[src/pprs_consts.svh]
`ifndef PPRS_CONSTS_SVH
`define PPRS_CONSTS_SVH

// ****************************************
// Register offsets
// ****************************************
`define PPRS_ADDR_TABLE    8'h01
`define PPRS_ADDR_SERIAL_A 8'h02
`define PPRS_ADDR_SERIAL_B 8'h03
`define PPRS_ADDR_SPI      8'h04
`define PPRS_ADDR_TWO_WIRE 8'h05

// ****************************************
// Reset values and writable bits
// ****************************************
`define PPRS_RESET_VAL     8'h00
`define PPRS_MASK_TABLE    8'h03
`define PPRS_MASK_SERIAL_A 8'hff
`define PPRS_MASK_SERIAL_B 8'h03
`define PPRS_MASK_SPI      8'h0f
`define PPRS_MASK_TWO_WIRE 8'h0c

// ****************************************
// Field positions
// ****************************************
`define PPRS_TABLE0_BIT    0
`define PPRS_TABLE1_BIT    1
`define PPRS_SERIAL0_LSB   0
`define PPRS_SERIAL1_LSB   2
`define PPRS_SERIAL2_LSB   4
`define PPRS_SERIAL3_LSB   6
`define PPRS_SERIAL4_LSB   0
`define PPRS_SPI_FIRST_LSB 0
`define PPRS_SPI_SECOND_LSB 2
`define PPRS_TWO_WIRE_LSB  2

// ****************************************
// Pin numbering: port base plus bit
// ****************************************
`define PPRS_PA            6'h00
`define PPRS_PB            6'h08
`define PPRS_PC            6'h10
`define PPRS_PE            6'h18
`define PPRS_PF            6'h20
`define PPRS_NOPIN         6'h3f
`define PPRS_NUM_PINS      40
`define PPRS_NUM_UNITS     10

`endif

[src/pprs_pkg.sv]
package pprs_pkg;

	typedef logic [5:0] pprs_pin_t;
	typedef logic [23:0] pprs_map_t;

	typedef enum logic [1:0] {
		PPRS_CODE_DEFAULT = 2'b00,
		PPRS_CODE_ALTERNATE_POSITION_1    = 2'b01,
		PPRS_CODE_ALTERNATE_POSITION_2    = 2'b10,
		PPRS_CODE_NONE    = 2'b11
	} pprs_code_e;

	typedef enum logic [3:0] {
		PPRS_U_TABLE0   = 4'b0000,
		PPRS_U_TABLE1   = 4'b0001,
		PPRS_U_SERIAL0  = 4'b0010,
		PPRS_U_SERIAL1  = 4'b0011,
		PPRS_U_SERIAL2  = 4'b0100,
		PPRS_U_SERIAL3  = 4'b0101,
		PPRS_U_SERIAL4  = 4'b0110,
		PPRS_U_SPI_A    = 4'b0111,
		PPRS_U_SPI_B    = 4'b1000,
		PPRS_U_TWO_WIRE = 4'b1001
	} pprs_unit_e;

endpackage

[src/pprs_lane_if.sv]
`timescale 1ns/100ps

interface pprs_lane_if;
	logic [23:0] map;
	logic [3:0]  o;
	logic [3:0]  oe;
	logic [3:0]  i;
	logic [39:0] pin_in;
	logic [39:0] drv_o;
	logic [39:0] drv_oe;

	modport route (
		input  map,
		input  o,
		input  oe,
		input  pin_in,
		output i,
		output drv_o,
		output drv_oe
	);

	modport owner (
		output map,
		output o,
		output oe,
		output pin_in,
		input  i,
		input  drv_o,
		input  drv_oe
	);
endinterface

[src/pprs_route4.sv]
`timescale 1ns/100ps
`include "pprs_consts.svh"

// ****************************************
// One unit: four lanes placed on pins
// ****************************************
module pprs_route4 (
	pprs_lane_if.route lanes
);
	wire [5:0] lane_pin [4];
	wire [3:0] lane_on;

	genvar l;
	genvar p;
	generate
		for (l = 0; l < 4; l++) begin : g_lane
			assign lane_pin[l] = lanes.map[l*6 +: 6];
			assign lane_on[l]  = lane_pin[l] < 6'(`PPRS_NUM_PINS);
			// Unplaced lanes read low
			assign lanes.i[l]  = lane_on[l] ?
				lanes.pin_in[lane_pin[l]] : 1'b0;
		end
		for (p = 0; p < `PPRS_NUM_PINS; p++) begin : g_pin
			wire [3:0] hit;
			for (l = 0; l < 4; l++) begin : g_hit
				assign hit[l] = lane_pin[l] == 6'(p);
			end
			assign lanes.drv_oe[p] = |(hit & lanes.oe);
			assign lanes.drv_o[p]  = |(hit & lanes.oe & lanes.o);
		end
	endgenerate
endmodule

[src/pprs_top.sv]
// Decided for this implementation: the plain strobed port.
`timescale 1ns/100ps
`include "pprs_consts.svh"

module pprs_top (
	// Clock and reset
	input  wire logic        clk_sys,
	input  wire logic        rst,
	// Register port
	input  wire logic [7:0]  addr,
	input  wire logic [7:0]  wdata,
	input  wire logic        wr_en,
	input  wire logic        rd_en,
	output logic      [7:0]  rdata,
	// Peripheral lanes, unit times four plus lane
	input  wire logic [39:0] unit_o,
	input  wire logic [39:0] unit_oe,
	output logic      [39:0] unit_i,
	// Port pins, port base plus bit
	input  wire logic [39:0] pin_in,
	output logic      [39:0] pin_out,
	output logic      [39:0] pin_oe
);

	// ****************************************
	// Map helpers
	// ****************************************
	function automatic pprs_pkg::pprs_map_t pprs_seq(
		input pprs_pkg::pprs_pin_t first,
		input logic [2:0]          count
	);
		pprs_pkg::pprs_map_t r;
		// Lanes past the count stay unplaced
		r = {4{`PPRS_NOPIN}};
		for (int l = 0; l < 4; l++) begin
			if (3'(l) < count) begin
				r[l*6 +: 6] = first + 6'(l);
			end
		end
		return r;
	endfunction

	// Code 3 leaves the unit off every pin; code 2 takes the on_alternate_position_2 map
	function automatic pprs_pkg::pprs_map_t pprs_pick(
		input logic [1:0]          code,
		input pprs_pkg::pprs_map_t on_default,
		input pprs_pkg::pprs_map_t on_alternate_position_1,
		input pprs_pkg::pprs_map_t on_alternate_position_2
	);
		pprs_pkg::pprs_map_t r;
		unique case (pprs_pkg::pprs_code_e'(code))
			pprs_pkg::PPRS_CODE_DEFAULT: r = on_default;
			pprs_pkg::PPRS_CODE_ALTERNATE_POSITION_1:    r = on_alternate_position_1;
			pprs_pkg::PPRS_CODE_ALTERNATE_POSITION_2:    r = on_alternate_position_2;
			pprs_pkg::PPRS_CODE_NONE:    r = {4{`PPRS_NOPIN}};
		endcase
		return r;
	endfunction

	// ****************************************
	// Registers
	// ****************************************
	logic [7:0] table_q;
	logic [7:0] serial_a_q;
	logic [7:0] serial_b_q;
	logic [7:0] spi_q;
	logic [7:0] two_wire_q;
	logic [7:0] rdata_q;

	wire hit_table    = addr == `PPRS_ADDR_TABLE;
	wire hit_serial_a = addr == `PPRS_ADDR_SERIAL_A;
	wire hit_serial_b = addr == `PPRS_ADDR_SERIAL_B;
	wire hit_spi      = addr == `PPRS_ADDR_SPI;
	wire hit_two_wire = addr == `PPRS_ADDR_TWO_WIRE;

	// Only the fields this block owns are stored; the rest read zero
	wire [7:0] wmask =
		hit_table    ? `PPRS_MASK_TABLE    :
		hit_serial_a ? `PPRS_MASK_SERIAL_A :
		hit_serial_b ? `PPRS_MASK_SERIAL_B :
		hit_spi      ? `PPRS_MASK_SPI      :
		hit_two_wire ? `PPRS_MASK_TWO_WIRE : 8'h00;
	wire [7:0] wval = wdata & wmask;

	// Unmapped offsets read zero
	wire [7:0] rsel =
		hit_table    ? table_q    :
		hit_serial_a ? serial_a_q :
		hit_serial_b ? serial_b_q :
		hit_spi      ? spi_q      :
		hit_two_wire ? two_wire_q : 8'h00;

	// Reads have no side effects and return zero between reads
	wire [7:0] rdata_d = rd_en ? rsel : 8'h00;

	// Code 2 is stored as written so software reads back what it wrote
	always_ff @(posedge clk_sys or posedge rst) begin
		if (rst) begin
			table_q    <= `PPRS_RESET_VAL;
			serial_a_q <= `PPRS_RESET_VAL;
			serial_b_q <= `PPRS_RESET_VAL;
			spi_q      <= `PPRS_RESET_VAL;
			two_wire_q <= `PPRS_RESET_VAL;
		end else if (wr_en) begin
			if (hit_table) begin
				table_q <= wval;
			end
			if (hit_serial_a) begin
				serial_a_q <= wval;
			end
			if (hit_serial_b) begin
				serial_b_q <= wval;
			end
			if (hit_spi) begin
				spi_q <= wval;
			end
			if (hit_two_wire) begin
				two_wire_q <= wval;
			end
		end
	end

	always_ff @(posedge clk_sys or posedge rst) begin
		if (rst) begin
			rdata_q <= 8'h00;
		end else begin
			rdata_q <= rdata_d;
		end
	end

	assign rdata = rdata_q;

	// ****************************************
	// Field decode
	// ****************************************
	// Maps decode straight from the registers: a write acts next cycle
	wire       table0_alt = table_q[`PPRS_TABLE0_BIT];
	wire       table1_alt = table_q[`PPRS_TABLE1_BIT];
	wire [1:0] ser0_code  = serial_a_q[`PPRS_SERIAL0_LSB +: 2];
	wire [1:0] ser1_code  = serial_a_q[`PPRS_SERIAL1_LSB +: 2];
	wire [1:0] ser2_code  = serial_a_q[`PPRS_SERIAL2_LSB +: 2];
	wire [1:0] ser3_code  = serial_a_q[`PPRS_SERIAL3_LSB +: 2];
	wire [1:0] ser4_code  = serial_b_q[`PPRS_SERIAL4_LSB +: 2];
	wire [1:0] spia_code  = spi_q[`PPRS_SPI_FIRST_LSB +: 2];
	wire [1:0] spib_code  = spi_q[`PPRS_SPI_SECOND_LSB +: 2];
	wire [1:0] tw_code    = two_wire_q[`PPRS_TWO_WIRE_LSB +: 2];

	wire [23:0] off_map = {4{`PPRS_NOPIN}};

	// ****************************************
	// Lane maps
	// ****************************************
	// Table lanes: in0, in1, in2, out. Serial: tx, rx, clock, direction.
	// SPI: mosi, miso, sck, ss. Two-wire: sda, scl, dual sda, dual scl.
	pprs_pkg::pprs_map_t unit_map [`PPRS_NUM_UNITS];

	// Alternate table position moves only the output; inputs stay put
	wire [23:0] pa_in3 = pprs_seq(`PPRS_PA, 3'd3);
	wire [23:0] pc_in3 = pprs_seq(`PPRS_PC, 3'd3);

	assign unit_map[pprs_pkg::PPRS_U_TABLE0] = table0_alt ?
		{`PPRS_PA + 6'h06, pa_in3[17:0]} :
		pprs_seq(`PPRS_PA, 3'd4);
	assign unit_map[pprs_pkg::PPRS_U_TABLE1] = table1_alt ?
		{`PPRS_PC + 6'h06, pc_in3[17:0]} :
		pprs_seq(`PPRS_PC, 3'd4);
	assign unit_map[pprs_pkg::PPRS_U_SERIAL0] = pprs_pick(ser0_code,
		pprs_seq(`PPRS_PA, 3'd4),
		pprs_seq(`PPRS_PA + 6'h04, 3'd4), off_map);
	assign unit_map[pprs_pkg::PPRS_U_SERIAL1] = pprs_pick(ser1_code,
		pprs_seq(`PPRS_PC, 3'd4),
		pprs_seq(`PPRS_PC + 6'h04, 3'd4), off_map);
	assign unit_map[pprs_pkg::PPRS_U_SERIAL2] = pprs_pick(ser2_code,
		pprs_seq(`PPRS_PF, 3'd4),
		pprs_seq(`PPRS_PF + 6'h04, 3'd2), off_map);
	assign unit_map[pprs_pkg::PPRS_U_SERIAL3] = pprs_pick(ser3_code,
		pprs_seq(`PPRS_PB, 3'd4),
		pprs_seq(`PPRS_PB + 6'h04, 3'd2), off_map);
	assign unit_map[pprs_pkg::PPRS_U_SERIAL4] = pprs_pick(ser4_code,
		pprs_seq(`PPRS_PE, 3'd4),
		pprs_seq(`PPRS_PE + 6'h04, 3'd4), off_map);
	assign unit_map[pprs_pkg::PPRS_U_SPI_A] = pprs_pick(spia_code,
		pprs_seq(`PPRS_PA + 6'h04, 3'd4),
		pprs_seq(`PPRS_PE, 3'd4), off_map);
	assign unit_map[pprs_pkg::PPRS_U_SPI_B] = pprs_pick(spib_code,
		pprs_seq(`PPRS_PC, 3'd4),
		pprs_seq(`PPRS_PC + 6'h04, 3'd4), off_map);

	wire [23:0] tw_pf = pprs_seq(`PPRS_PF + 6'h02, 3'd2);
	wire [23:0] tw_pb = pprs_seq(`PPRS_PB + 6'h02, 3'd2);

	// Reserved code 3 parks the two-wire unit off all pins
	assign unit_map[pprs_pkg::PPRS_U_TWO_WIRE] = pprs_pick(tw_code,
		{tw_pb[11:0], tw_pf[11:0]}, tw_pf, tw_pb);

	// ****************************************
	// Pin input synchroniser
	// ****************************************
	// Three stages; a change counts only when stages two and three agree
	// Stage one may go metastable; nothing but stage two reads it
	logic [39:0] sync1_q;
	logic [39:0] sync2_q;
	logic [39:0] sync3_q;
	logic [39:0] filt_q;

	wire [39:0] agree  = ~(sync2_q ^ sync3_q);
	wire [39:0] filt_d = (agree & sync3_q) | (~agree & filt_q);

	always_ff @(posedge clk_sys or posedge rst) begin
		if (rst) begin
			sync1_q <= 40'h00_0000_0000;
			sync2_q <= 40'h00_0000_0000;
			sync3_q <= 40'h00_0000_0000;
			filt_q  <= 40'h00_0000_0000;
		end else begin
			sync1_q <= pin_in;
			sync2_q <= sync1_q;
			sync3_q <= sync2_q;
			filt_q  <= filt_d;
		end
	end

	// ****************************************
	// Unit routers
	// ****************************************
	// One router per unit; all share the filtered pin levels
	logic [39:0] drv_o_u  [`PPRS_NUM_UNITS];
	logic [39:0] drv_oe_u [`PPRS_NUM_UNITS];
	logic [39:0] unit_i_d;

	genvar g;
	generate
		for (g = 0; g < `PPRS_NUM_UNITS; g++) begin : g_unit
			pprs_lane_if lane_bus ();
			assign lane_bus.map    = unit_map[g];
			assign lane_bus.o      = unit_o[g*4 +: 4];
			assign lane_bus.oe     = unit_oe[g*4 +: 4];
			assign lane_bus.pin_in = filt_q;
			assign unit_i_d[g*4 +: 4] = lane_bus.i;
			assign drv_o_u[g]      = lane_bus.drv_o;
			assign drv_oe_u[g]     = lane_bus.drv_oe;
			pprs_route4 u_route (
				.lanes (lane_bus.route)
			);
		end
	endgenerate

	// ****************************************
	// Pin drive merge
	// ****************************************
	// Overlapping placements are wired-OR; software is expected to avoid
	// them, and OR keeps the result defined rather than picking a winner
	logic [39:0] pin_out_d;
	logic [39:0] pin_oe_d;

	always_comb begin
		pin_out_d = 40'h00_0000_0000;
		pin_oe_d  = 40'h00_0000_0000;
		for (int u = 0; u < `PPRS_NUM_UNITS; u++) begin
			pin_out_d = pin_out_d | drv_o_u[u];
			pin_oe_d  = pin_oe_d | drv_oe_u[u];
		end
	end

	// ****************************************
	// Output registers
	// ****************************************
	// One edge of delay keeps every output straight off a flip-flop, so
	// a route change never shows a half-decoded glitch on the pins
	logic [39:0] pin_out_q;
	logic [39:0] pin_oe_q;
	logic [39:0] unit_i_q;

	always_ff @(posedge clk_sys or posedge rst) begin
		if (rst) begin
			pin_out_q <= 40'h00_0000_0000;
			pin_oe_q  <= 40'h00_0000_0000;
			unit_i_q  <= 40'h00_0000_0000;
		end else begin
			pin_out_q <= pin_out_d;
			pin_oe_q  <= pin_oe_d;
			unit_i_q  <= unit_i_d;
		end
	end

	assign pin_out = pin_out_q;
	assign pin_oe  = pin_oe_q;
	assign unit_i  = unit_i_q;

endmodule

[config.mk]
export PLATFORM = sky130hd
export DESIGN_NAME = pprs_top
export DESIGN_NICKNAME = d
export VERILOG_FILES = /design/src/pprs_pkg.sv /design/src/pprs_lane_if.sv /design/src/pprs_route4.sv /design/src/pprs_top.sv
export VERILOG_INCLUDE_DIRS = /design/src
export SDC_FILE = /design/constraint.sdc
export NUM_CORES = 1
export LEC_CHECK = 0
export ABC_AREA = 0
export BUFFER_PORTS_ARGS = -buffer_cell sky130_fd_sc_hd__buf_2
export CAP_MARGIN = 10
export CORE_AREA = 2 2 154 156
export CTS_CLUSTER_SIZE = 28
export DETAILED_ROUTE_END_ITERATION = 10
export DIE_AREA = 0 0 156 158
export GPL_ROUTABILITY_DRIVEN = 0
export PLACE_DENSITY = 0.67
export SYNTH_ARGS = -nofsm -noshare
export SYNTH_HDL_FRONTEND = slang
export SYNTH_SLANG_ARGS = --single-unit
[constraint.sdc]
create_clock -name clk_sys -period 19.43 [get_ports clk_sys]
set_input_delay 3.886 -clock clk_sys [delete_from_list [all_inputs] [get_ports clk_sys]]
set_output_delay 3.886 -clock clk_sys [all_outputs]
set_load 0.005 [all_outputs]
==> reports/metrics.yaml, run 1 <==
first_pass_iters: 5
final_common_cell: "dfrtp_1"
avgSynthCellArea_sq_um: 14.70
grt_pass1_vias: 6327
cts.path.max_buffers: 3
io_pins: 268
crit_path_start_kind: "input port"
cts_tree: "built"
ctsRootBufferMaster: "clkbuf_16"
die-height_um: 158
cts_hold_buf: 0
cts-htree-levels: 1
cts_resized: 0
finalNonFillerCells: 1287
syn_inst: 694
synth-seq-area-share: 0.7507
path_max_fanout: 142
maxSlewHeadroom: 0.3249
post_cts_buffers: 0
wl_um: 21500
hold_slack_ns: 0.3298
worstSetupPathType: "input port to asynchronous set/reset pin"
worst-endpoint-arrival_ns: 6.51
route.detailed.drc: 0
final.min_clock_period_ns: 5.985
worstMarginPinSlew_ns: 1.013
syn2layout_area_growth_pct: 25.59
start_util: 0.4425
cellLeakagePower_nw: 6.289
r2r_slack_ns: 17.99
drive_gt1_frac: 0.3333
hold_viol: 0
grt_pass1_wl_um: 33100
status: "finished clean"
drt_iter0_drc: 372
cts_buffers: 30
overflow: 0
clock_sinks: 306
setup_violations: 0
hold_class: "register to register"
ant_nets: 0
power_density_nw_per_um2: 106.1
final_area_sq_um: 12810
rsz0062_at_grt: "false"
maxCapViolCount: 0
clkLatencyLatePin_ns: 0.55
tns_ns: 0
dpl.hpwl_um: 14650
dieArea_sq_um: 24650
grt_max_degree: 143
dpl_cell_area_sq_um: 11780
cp-end-kind: "asynchronous set/reset pin"
peakVddDrop_uv: 76.18
die_w_um: 156
fp-row-count: 56
via_count: 6347
grt_util_all_layers: 0.1719
wl_per_cell_um: 16.71
fmax_mhz: 167.1
ys.warnings.count: 0
nets: 1107
yosys.cell_types.count: 40
vias_per_cell: 4.932
final_cell_mix: "dfrtp_1 (306), buf_2 (257), nand2_1 (45)"
clk_pin_slew_ns: 0.06
design.core.area_sq_um: 23050
finalClockSkew_ns: 0.02442
syn_area_sq_um: 10200
slew_viol_final: 0
required_ns: 19.96
ys_ff_latch: 306
io_buffers: 257
post-route-period-util: 0.3080
grt_antenna_before_repair: 9
place_inst: 1225
-- routing by layer --
layer	vias to the layer above	track usage	wire, um
li1	2931	-	-
met1	3097	0.2228	8977
met2	262	0.2783	10080
met3	53	0.04791	1756
met4	4	0.06509	662
met5	-	0	27
-- worst paths after layout --
kind | startpoint | to | depth (start not counted)
setup / recovery | rst | asynchronous set/reset pin | 4
hold / removal | sync1_q[12] | sync2_q[12] | 0
setup reg to reg | serial_a_q[2] | pin_oe[22] | 3
hold reg to reg | sync1_q[12] | sync2_q[12] | 0
max in group clk_sys | addr[0] | rdata[4] | 5
min in group asynchronous | rst | sync1_q[1] | 2
-- cell type report --
cell class	count	area (sq um)
Antenna cell	7	17.52
Clock buffer	45	897.1
Clock inverter	10	116.4
Fill cell	1923	10240
Inverter	8	37.54
Multi-Input combinational cell	362	2420
Sequential cell	306	7657
Tap cell	290	362.8
Timing Repair Buffer	259	1301
-- where the power goes --
part | total, mW | internal, mW | switching, mW
clock network | 0.576 | 0.345 | 0.232
registers | 0.694 | 0.675 | 0.0198
logic | 0.0888 | 0.0415 | 0.0472
-- cell usage after synthesis (all sizes together) --
cell	number	share of area
a221o	3	0.0029
a32oi	5	0.0043
o21ai	26	0.013
mux2i	32	0.031
maj3	36	0.035
a22oi	1	0.00074
and2b	1	0.00074
o32ai	1	0.00086
nor4	1	0.00061
nand2b	3	0.0018
a222oi	2	0.0020
and4	1	0.00086
o221ai	1	0.00086
nor4b	1	0.0023
nor3	12	0.0064
o211ai	1	0.00074
nor2b	25	0.015
nand2	45	0.017
a21o	4	0.0029
and3	8	0.0049
nor3b	2	0.0015
a32o	4	0.0039
a22o	10	0.0086
nand3b	2	0.0015
nand3	23	0.011
conb	1	0.00037
clkbuf	17	0.0063
or2	2	0.0012
inv	8	0.0029
and2	30	0.018
o22ai	12	0.0074
nand4b	1	0.0015
nor2	37	0.014
nand4	4	0.0025
dfrtp	306	0.75
a21oi	2	0.00098
buf	8	0.0054
mux2	16	0.018
-- critical path, cell delays in order --
cell   delay (ns)
buf_2        0.13
inv_8        0.59
buf_4        0.88
buf_4        0.92
-- cell families (layout without fill, tap and decap cells) --
group	Yosys count	after routing	synth area share
compound gates	72	72	0.04895
fa+ha+maj	36	36	0.03533
buf+inv	33	322	0.01460
flops	306	306	0.7507
mux	48	48	0.04907
other cells	1	15	0.0003677
simple gates	198	198	0.1010
-- stage by stage --
| step | utilization | total power, mW | worst slack (ns) |
|---|---|---|---|
| after global placement | 0.5110 | 0.7941 | 12.65 |
| after global routing | 0.5554 | 1.421 | 12.87 |
| final | 0.5557 | 1.360 | 13.45 |
| after detailed placement | 0.5110 | 0.7969 | 12.62 |
| after CTS | 0.5549 | 1.379 | 13.21 |
| after floorplan | - | 0.7469 | 7.085 |
Note: power is estimated with default switching activity, not from simulation.
==> run 2, diff against run 1 <==
--- a/config.mk
+++ b/config.mk
@@ -14,7 +14,7 @@
 export DETAILED_ROUTE_END_ITERATION = 10
 export DIE_AREA = 0 0 156 158
 export GPL_ROUTABILITY_DRIVEN = 0
-export PLACE_DENSITY = 0.67
+export PLACE_DENSITY = 0.7
 export SYNTH_ARGS = -nofsm -noshare
 export SYNTH_HDL_FRONTEND = slang
 export SYNTH_SLANG_ARGS = --single-unit
==> constraint.sdc (replaced) <==
create_clock -name clk_sys -period 4.8 [get_ports clk_sys]
set_input_delay 0.96 -clock clk_sys [delete_from_list [all_inputs] [get_ports clk_sys]]
set_output_delay 0.96 -clock clk_sys [all_outputs]
set_load 0.005 [all_outputs]
==> run 2 against run 1 <==
Against the previous run:
- combinational power grew to 4.1 times the previous value
- critical path type is now input port to register
- die area is the same
- design area is essentially flat
- highest routed layer unchanged
- largest power group unchanged
- core utilization is essentially flat
- cell count shrank 0.54%
==> reports/metrics.yaml, run 2 (same netlist as run 1, synthesis figures left out) <==
status: "finished clean"  # unchanged
power_density_nw_per_um2: 433.2  # was 106.1 nW/um^2
r2r-end: "pin_out[22]"  # was pin_oe[22]
required_ns: 5.24  # was 19.96 ns
peakVddDrop_uv: 309.4  # was 76.18 uV
grt_util_all_layers: 0.1742  # was 0.1719
die_w_um: 156  # unchanged
rsz0062_at_grt: "false"  # unchanged
wl_per_cell_um: 16.86  # was 16.71 um
met3_usage: 0.04489  # was 0.04791
final_common_cell: "dfrtp_1"  # unchanged
dpl.hpwl_um: 14870  # was 14650 um
cp_slowest_cell: "nand3_1"  # was buf_4
overflow: 0  # unchanged
ant_nets: 0  # unchanged
switching_share: 0.2217  # was 0.2197
maxSlewHeadroom: 0.3550  # was 0.3249
finalClockSkew_ns: 0.01460  # was 0.02442 ns
io_buffers: 257  # unchanged
hold_class: "register to register"  # unchanged
cts_hold_buf: 0  # unchanged
cp-end-kind: "register"  # was asynchronous set/reset pin
dieArea_sq_um: 24650  # unchanged
fill_cells: 1871  # was 1923
cts-htree-levels: 1  # unchanged
first_pass_iters: 4  # was 5
cts_tree: "built"  # unchanged
finalNonFillerCells: 1280  # was 1287
min_to: "sync2_q[10]"  # was sync2_q[12]
nets: 1108  # was 1107
syn2layout_area_growth_pct: 25.64  # was 25.59%
start_util: 0.4425  # unchanged
grt_antenna_before_repair: 3  # was 9
place_inst: 1225  # unchanged
maxCapViolCount: 0  # unchanged
grt_util_met2: 0.2916  # was 0.2783
worstSetupPathType: "input port to register"  # was input port to asynchronous set/reset pin
post-route-period-util: 0.4329
seqPwrFrac: 0.506  # was 0.511
crit_path_start_kind: "input port"  # unchanged
power.share.combinational: 0.065  # about the same
setup_ws_ns: 2.722  # was 13.45 ns
grt_pass1_wl_um: 33570  # was 33100 um
drive_gt1_frac: 0.3327  # was 0.3333
worst-r2r-cell-count: 3  # unchanged
post_cts_buffers: 0  # unchanged
grtUsageMet1: 0.2221  # was 0.2228
setup_violations: 0  # unchanged
fmax_mhz: 481.2
route.detailed.drc: 0  # unchanged
cts.path.max_buffers: 3  # unchanged
final_cell_mix: "dfrtp_1 (306), buf_2 (257), nand2_1 (45)"  # unchanged
grt_max_degree: 179  # was 143
clkLatencyLatePin_ns: 0.55  # about the same
final.min_clock_period_ns: 2.078
worstMarginPinSlew_ns: 0.9676  # was 1.013 ns
worst_path_most_repeated_cell: "nor3_1"  # was buf_4
fp-row-count: 56  # unchanged
r2r_slack_ns: 3.31  # was 17.99 ns
drt_iter0_drc: 370  # was 372
p_int_mw: 4.321  # was 1.061 mW
ctsRootBufferMaster: "clkbuf_16"  # unchanged
grt_pass1_vias: 6339  # was 6327
cts_buffers: 31  # was 30
min_from: "sync1_q[10]"  # was sync1_q[12]
wl_um: 21580  # was 21500 um
power.total_mw: 5.551  # was 1.360 mW
die-height_um: 158  # unchanged
cellLeakagePower_nw: 6.301  # was 6.289 nW
worst-endpoint-arrival_ns: 2.52  # was 6.51 ns
cts_resized: 0  # unchanged
clockPowerShare: 0.428  # was 0.424
hold_viol: 0  # unchanged
top_usage_layer: "met2"  # unchanged
pre_cts_ws_ns: 2.127  # was 12.62 ns
io_pins: 268  # unchanged
via_count: 6294  # was 6347
r2r_start: "serial_a_q[2]"  # unchanged
slew_viol_final: 0  # unchanged
vias_per_cell: 4.917  # was 4.932
clk_pin_slew_ns: 0.06  # about the same
design.core.area_sq_um: 23050  # unchanged
crit_chain: "buf_2 -> nor3_1 -> nor4_1 -> nand3_1 -> nor3_1"  # was buf_2 -> inv_8 -> buf_4 -> buf_4
holdPathStages: 0  # unchanged
path_max_fanout: 23  # was 142
p_switching_mw: 1.231  # was 0.2987 mW
clock_sinks: 306  # unchanged
critPathMaxStageDelay_ns: 0.39  # was 0.92 ns
[run 2: cell types whose count changed in the layout (fill, tap and decap cells not counted), sizes merged]
cell / before / now
inv: 8 / 9
bufinv: 2 / 3
clkbuf: 45 / 42
clkinvlp: 2 / 1
clkinv: 6 / 7
diode: 7 / 1
[run 2: layout make-up]
cell class	instances	area (sq um)	area share
Clock buffer	42	867.1	0.06766
Timing Repair Buffer	259	1326	0.1035
Clock inverter	12	145.1	0.01133
Antenna cell	1	2.502	0.0001953
Tap cell	290	362.8	0.02831
Sequential cell	306	7657	0.5975
Inverter	8	33.78	0.002636
Multi-Input combinational cell	362	2420	0.1888
[run 2: how the worst max path moves through the flow]
stage	endpoint	depth (start not counted)	startpoint	slack, ns
6_report	rdata[0]	5	addr[0]	2.72
3_5_place_dp	rdata[0]	5	addr[0]	2.13
5_1_grt	rdata[0]	5	addr[0]	2.60
3_3_place_gp	rdata[0]	5	addr[0]	2.22
2_1_floorplan	asynchronous set/reset pin	1	rst	-0.23
4_1_cts	pin_oe[2]	1	pin_oe[2]	2.70
[run 2: critical path: cells and delay by family]
family | cells | cell delay (ns)
and+or+nand+nor | 4 | 1.18
buffers and inverters | 1 | 0.38
[run 2: power by group through the flow]
stage / Clock [mW] / Sequential [mW] / Combinational (mW)
finish: 2.38 / 2.81 / 0.363
floorplan: 0 / 2.84 / 0.182
global route: 2.56 / 2.83 / 0.411
detailed placement: 0 / 2.86 / 0.369
global placement: 0 / 2.85 / 0.361
CTS: 2.44 / 2.81 / 0.371
[run 2: routing by layer]
layer  share of wire  wire length, um
met1            0.41             8887
met2            0.48            10420
met3           0.081             1739
met4           0.024              520
met5         0.00051               11
[run 2: per-stage QoR]
stage	TNS (ns)	hold WS [ns]	utilization	area [sq um]
after floorplan	-70.68	0.3312	-	10230
after global placement	0	0.3311	0.5119	11800
after detailed placement	0	0.3347	0.5119	11800
after CTS	0	0.3463	0.5558	12810
after global routing	0	0.3468	0.5559	12810
final	0	0.3435	0.5559	12810
